**config.mk**
```make
export PLATFORM = sky130hd
export DESIGN_NAME = hmu_unit
export DESIGN_NICKNAME = d
export VERILOG_FILES = /design/src/rtl/hmu_mult16.v /design/src/rtl/hmu_unit.v
export VERILOG_INCLUDE_DIRS = /design/src /design/src/shared
export SDC_FILE = /design/constraint.sdc
export NUM_CORES = 1
export LEC_CHECK = 0
export BUFFER_PORTS_ARGS = -buffer_cell sky130_fd_sc_hd__buf_2
export CORE_ASPECT_RATIO = 2
export CORE_MARGIN = 2
export CORE_UTILIZATION = 40
export DETAILED_ROUTE_END_ITERATION = 10
export GPL_ROUTABILITY_DRIVEN = 0
export PLACE_DENSITY = 0.67
export SYNTH_ARGS = -nofsm -noshare
export SYNTH_HDL_FRONTEND = slang
export SYNTH_SLANG_ARGS = --single-unit
```
**constraint.sdc**
```tcl
create_clock -name ref_clk -period 1.35 [get_ports ref_clk]
set_input_delay 0 -clock ref_clk [delete_from_list [all_inputs] [get_ports ref_clk]]
set_output_delay 0 -clock ref_clk [all_outputs]
set_load 0.02 [all_outputs]
```
**src/shared/hmu_regs.vh**
```
// Purpose: constants for the halfword multiply unit
// Assumes: big-endian bit numbering maps bit 0 to verilog bit 31
// Notes:   definitions only
`ifndef HMU_REGS_VH
`define HMU_REGS_VH

// =====================================================================
// halfword selection
`define HMU_HI_MSB        31
`define HMU_HI_LSB        16
`define HMU_LO_MSB        15
`define HMU_LO_LSB        0

// =====================================================================
// condition field bit positions (verilog index within 4-bit field)
`define HMU_CF_LT         3
`define HMU_CF_GT         2
`define HMU_CF_EQ         1
`define HMU_CF_SO         0
`define HMU_CF_RESET      4'h0

// =====================================================================
// exception register summary-overflow bit (architectural bit 0)
`define HMU_XER_SO        31

// =====================================================================
// program interrupt vector
`define HMU_VEC_PROGRAM   32'h0000_0700

// =====================================================================
// primary opcodes of floating-point instructions
`define HMU_OPC_FP_A      6'h3b
`define HMU_OPC_FP_B      6'h3f
`define HMU_OPC_FP_LDMIN  6'h30
`define HMU_OPC_FP_LDMAX  6'h37

`endif

```
**src/rtl/hmu_mult16.v**
```verilog
// Purpose: registered 16x16 multiplier, signed or unsigned
// Assumes: operands are valid in the cycle of req
// Notes:   one cycle latency, product held until the next request

module hmu_mult16
#(
    parameter W = 16
)
(
    // clock and reset
    input  wire             ref_clk,
    input  wire             rst_n,
    // request
    input  wire             req,
    input  wire             sgn,
    input  wire [W-1:0]     a,
    input  wire [W-1:0]     b,
    // result
    output reg  [2*W-1:0]   prod_q
);

    // =================================================================
    // sign or zero extension then a single product
    wire [W:0]     a_ext;
    wire [W:0]     b_ext;
    wire [2*W+1:0] full;

    assign a_ext = {sgn & a[W-1], a};
    assign b_ext = {sgn & b[W-1], b};
    assign full  = $signed(a_ext) * $signed(b_ext);

    always @(posedge ref_clk or negedge rst_n)
    begin
        if (!rst_n)
            prod_q <= {2*W{1'b0}};
        else if (req)
            prod_q <= full[2*W-1:0];
    end

endmodule // hmu_mult16

```
**src/rtl/hmu_unit.v**
```verilog
// Purpose: halfword-to-word multiply datapath with illegal fp detection
// Assumes: decode presents one operation per cycle as a one-cycle issue;
//          source words and exception word are stable with issue
// Notes:   results appear two edges after issue, with done_q high one cycle;
//          an fp opcode yields only a trap pulse one edge after issue;
//          the condition field is held between record completions

`include "hmu_regs.vh"

module hmu_unit
#(
    parameter W = 16
)
(
    // clock and reset
    input  wire             ref_clk,
    input  wire             rst_n,
    // issue from decode
    input  wire             issue,
    input  wire             sel_high,
    input  wire             is_signed,
    input  wire             record,
    input  wire [5:0]       primary_opcode,
    input  wire [2*W-1:0]   first_source_register,
    input  wire [2*W-1:0]   second_source_register,
    input  wire [2*W-1:0]   fixed_point_exception_reg,
    // writeback
    output reg              done_q,
    output reg  [2*W-1:0]   result_q,
    output reg              cf_we_q,
    output reg  [3:0]       condition_field_zero_q,
    output reg              xer_we_q,
    // program interrupt
    output reg              prog_int_q,
    output reg  [2*W-1:0]   prog_vector_q
);

    // =================================================================
    // decode and arithmetic helpers
    // opcodes owned by the absent floating-point unit; the set is a local
    // choice, so its bounds live in the header
    function is_fp;
        input [5:0] op;
        begin
            is_fp = (op == `HMU_OPC_FP_A) ||
                    (op == `HMU_OPC_FP_B) ||
                    ((op >= `HMU_OPC_FP_LDMIN) &&
                     (op <= `HMU_OPC_FP_LDMAX));
        end
    endfunction

    // upper or lower halfword of a source word, shared by both operands
    function [W-1:0] half_sel;
        input           hi;
        input [2*W-1:0] word;
        begin
            if (hi)
                half_sel = word[`HMU_HI_MSB:`HMU_HI_LSB];
            else
                half_sel = word[`HMU_LO_MSB:`HMU_LO_LSB];
        end
    endfunction

    // condition bits of a word viewed as signed, even for unsigned forms
    function [3:0] cond_of;
        input [2*W-1:0] val;
        input           so;
        reg             nz;
        begin
            nz                  = |val;
            cond_of             = `HMU_CF_RESET;
            cond_of[`HMU_CF_LT] = val[2*W-1];
            cond_of[`HMU_CF_GT] = ~val[2*W-1] & nz;
            cond_of[`HMU_CF_EQ] = ~nz;
            cond_of[`HMU_CF_SO] = so;
        end
    endfunction

    // =================================================================
    // issue classification
    wire fp_ill;
    wire mul_go;

    // issue is a one-cycle pulse; nothing here stalls or refuses it
    // an fp opcode never reaches the multiplier, so it leaves no result
    assign fp_ill = issue & is_fp(primary_opcode);
    assign mul_go = issue & ~fp_ill;

    // =================================================================
    // halfword select and multiplier
    // bit 0 of the architecture is bit 31 here, so high means [31:16]
    wire [W-1:0]   op_a;
    wire [W-1:0]   op_b;
    wire [2*W-1:0] prod;

    assign op_a = half_sel(sel_high, first_source_register);
    assign op_b = half_sel(sel_high, second_source_register);

    // the product register is the first pipeline stage
    hmu_mult16 #(.W(W)) u_mult
    (
        .ref_clk (ref_clk),
        .rst_n   (rst_n),
        .req     (mul_go),
        .sgn     (is_signed),
        .a       (op_a),
        .b       (op_b),
        .prod_q  (prod)
    );

    // =================================================================
    // stage 1: side information travels with the product
    reg stage_q;
    reg rec_q;
    reg so_q;

    // marks that the product register took a new value this edge
    always @(posedge ref_clk or negedge rst_n)
    begin
        if (!rst_n)
            stage_q <= 1'b0;
        else
            stage_q <= mul_go;
    end

    // captured only on a real multiply, so an fp issue in between cannot
    // disturb the record flag or overflow copy of the product in flight
    always @(posedge ref_clk or negedge rst_n)
    begin
        if (!rst_n)
        begin
            rec_q <= 1'b0;
            so_q  <= 1'b0;
        end
        else if (mul_go)
        begin
            rec_q <= record;
            so_q  <= fixed_point_exception_reg[`HMU_XER_SO];
        end
    end

    // =================================================================
    // stage 2: writeback
    wire [3:0] cf_d;

    // taken off the product register so field and result land together
    assign cf_d = cond_of(prod, so_q);

    // completion pulses last exactly one cycle
    always @(posedge ref_clk or negedge rst_n)
    begin
        if (!rst_n)
        begin
            done_q  <= 1'b0;
            cf_we_q <= 1'b0;
        end
        else
        begin
            done_q  <= stage_q;
            cf_we_q <= stage_q & rec_q;
        end
    end

    // result holds until the next completion, condition field until the next record completion
    always @(posedge ref_clk or negedge rst_n)
    begin
        if (!rst_n)
            result_q <= {2*W{1'b0}};
        else if (stage_q)
            result_q <= prod;
    end

    always @(posedge ref_clk or negedge rst_n)
    begin
        if (!rst_n)
            condition_field_zero_q <= `HMU_CF_RESET;
        else if (stage_q & rec_q)
            condition_field_zero_q <= cf_d;
    end

    // no write path to the exception register exists; the strobe is kept
    // so this writeback port looks like that of the other units
    always @(posedge ref_clk or negedge rst_n)
    begin
        if (!rst_n)
            xer_we_q <= 1'b0;
        else
            xer_we_q <= 1'b0;
    end

    // =================================================================
    // program interrupt for fp attempts
    // the vector stays put after the first trap; it is the only offset
    // this unit ever raises
    always @(posedge ref_clk or negedge rst_n)
    begin
        if (!rst_n)
        begin
            prog_int_q    <= 1'b0;
            prog_vector_q <= {2*W{1'b0}};
        end
        else
        begin
            prog_int_q <= fp_ill;
            if (fp_ill)
                prog_vector_q <= `HMU_VEC_PROGRAM;
        end
    end

endmodule // hmu_unit

```
==> impl_metrics.env <==
export IMPL_drive_gt1_share_pct=36.3
export IMPL_overflow=0
export IMPL_yosysSeqAreaShare_pct=13.5
export IMPL_syn2layout_area_growth_pct=35.0
export IMPL_drt_pass1_iter_count=6
export IMPL_finalSetupViolations=33
export IMPL_routedWlPerCell_um=18.9
export IMPL_die_area_um2=36300
export IMPL_avgViaCountPerCell=5.12
export IMPL_fin_nets=2311
export IMPL_startpoint_type="primary input"
export IMPL_numCtsBuffers=9
export IMPL_report_final_hold_viol_count=0
export IMPL_end_kind="flop"
export IMPL_grt_usage_pct=24.7
export IMPL_drc_errors=0
export IMPL_cts_tree="yes"
export IMPL_root_buffer="clkbuf_16"
export IMPL_grt_pass1_vias=13364
export IMPL_std_cell_rows=96
export IMPL_final_cell_mix="inv_1, fa_1, buf_4, nand2_1, nor2_1"
export IMPL_skew_ns=0.00721
export IMPL_setup_ws_ns=-4.51
export IMPL_syn_inst=1478
export IMPL_via_count=11698
export IMPL_clockBufferDepth=2
export IMPL_grt_first_pass_wirelength_mm=67.6
export IMPL_final_common_cell="inv_1"
export IMPL_synthArstFlopShare_pct=100
export IMPL_cts_htree_levels=3
export IMPL_ys_ff_latch=75
export IMPL_clk_latency_ns=0.34
export IMPL_worstPathRequired_ns=1.61
export IMPL_report_final_slew_viol_count=0
export IMPL_crit_arrival_ns=6.11
export IMPL_diodes=0
export IMPL_path_max_fanout=8
export IMPL_tns_ns=-110.30
export IMPL_crit_type="in -> reg"
export IMPL_cts_sinks=75
export IMPL_synth_edf_count=0
export IMPL_period_share_pct=434
export IMPL_start_util_pct=40.6
export IMPL_status="finished with violations"
export IMPL_clock_fmax_mhz=171
export IMPL_drtIter0Drc=525
export IMPL_violations="setup timing"
export IMPL_drt_wl_total_mm=43.1
export IMPL_dp_hpwl_mm=35.9
export IMPL_fin_crit_ns=5.86
export IMPL_die_h_um=268
export IMPL_grt_max_degree=31
export IMPL_synth_area_um2=13900
export IMPL_fp_dieW_um=136
export IMPL_hp_class="in -> async"
export IMPL_postPlaceCellArea_um2=17000
export IMPL_ys_warn_count=0
export IMPL_ys_flop_type="dfrtp_1"
export IMPL_stdcell_area_um2=18800
export IMPL_core_area_um2=34200
export IMPL_ant_nets=0
export IMPL_io_pins=180
export IMPL_syn_area_per_cell_um2=9.40
export IMPL_clkTransAtPathRegs_ns=0.06
export IMPL_grt_antenna_before_repair=0
export IMPL_rsz0062_at_grt="true"
export IMPL_portBuffers=117
export IMPL_ff2ff_setup_slack_ns=-0.15
export IMPL_cap_violations=0
export IMPL_ys_types=59
cell families after synthesis:
kind of cell             synth area share, %
other                                 0.0270
multiplexers                            7.49
AO/OA/AOI/OAI                           5.56
buffers and inverters                   11.6
AND/OR/NAND/NOR                         12.2
adder cells (fa/ha/maj)                 48.0
XOR/XNOR                                1.58
flip-flops                              13.5
state kept, by name, indices dropped and copies added, names as in the netlist:
name,cells
prog_int_q,1
rec_q,1
cf_we_q,1
result_q,32
done_q,1
u_mult.prod_q,32
stage_q,1
condition_field_zero_q,4
prog_vector_q,1
so_q,1
path summary, 6_finish.rpt:
check / from / end / cells after the start
worst min-delay path: rst_n / result_q[3] / 2
worst min register to register: condition_field_zero_q[2] / condition_field_zero_q[2] / 2
min in group ref_clk: primary_opcode[3] / prog_vector_q[8] / 4
max in group asynchronous: rst_n / u_mult.prod_q[6] / 3
worst max register to register: u_mult.prod_q[1] / condition_field_zero_q[2] / 6
worst max-delay path: sel_high / u_mult.prod_q[31] / 22
cell usage after synthesis, types with 7 or more instances:
library cell,count,share of area (%)
a21oi_1,19,0.68
buf_4,33,1.8
clkbuf_1,35,0.95
dfrtp_1,75,14
fa_1,282,41
ha_1,82,7.4
inv_1,318,8.6
mux2_2,64,5.2
mux2i_1,32,2.3
nand2_1,196,5.3
nand3_1,7,0.25
nor2_1,160,4.3
nor3_1,9,0.32
nor4_1,9,0.41
o21a_1,10,0.54
o21ai_0,28,1.0
o31ai_1,10,0.54
xnor2_1,19,1.2
layout make-up:
| type | instances | area (um^2) |
|---|---|---|
| Clock buffer | 10 | 229 |
| Tap cell | 441 | 552 |
| Timing Repair Buffer | 394 | 3040 |
| Clock inverter | 6 | 88.8 |
| Sequential cell | 75 | 1880 |
| Multi-Input combinational cell | 1041 | 11800 |
| Inverter | 318 | 1200 |
| Fill cell | 2906 | 15500 |
worst max-delay path, stage by stage:
cell and delay (ns):
buf_12 0.11, buf_4 0.18, mux2i_2 0.32, nor2_1 0.11
fa_1 0.56, inv_1 0.06, fa_1 0.50, fa_2 0.68
inv_1 0.07, fa_1 0.48, fa_1 0.50, inv_1 0.05
fa_1 0.48, inv_2 0.05, ha_4 0.21, and3_4 0.15
o31ai_4 0.23, nand2b_4 0.07, or3_4 0.33, or4_4 0.52
a2111o_1 0.38, o211ai_1 0.08
per-stage QoR:
step                setup slack [ns]  util [%]  hold slack (ns)  cells
floorplan                      -5.05         -           -0.296   1507
CTS                            -4.55      53.5            0.128   2275
detailed placement             -4.99      49.6          -0.0460   2229
finish                         -4.51      54.8            0.131   2285
global route                   -4.65      54.8            0.175   2285
global placement               -4.87      49.6          -0.0511   2229
metal layers:
metal	part of all wire [%]	GRT usage, %	wire length [um]
met1	30	21.6	13000
met2	55	47.4	23900
met3	3.9	3.14	1700
met4	10	22.0	4530
met5	0	0	0
timing repair:
| item | in CTS | in global routing |
|---|---|---|
| hold endpoints to repair | 78 | 0 |
| buffers inserted | 24 | 15 |
| hold buffers | 5 | 0 |
| pin swaps | 62 | 61 |
| gates cloned | 2 | 0 |
| endpoints found under the setup margin | 33 | 34 |
| resized for setup | 173 | 93 |
Power is not shown: default switching activity piles up to over one toggle a cycle in this logic, so the estimate is an artifact.
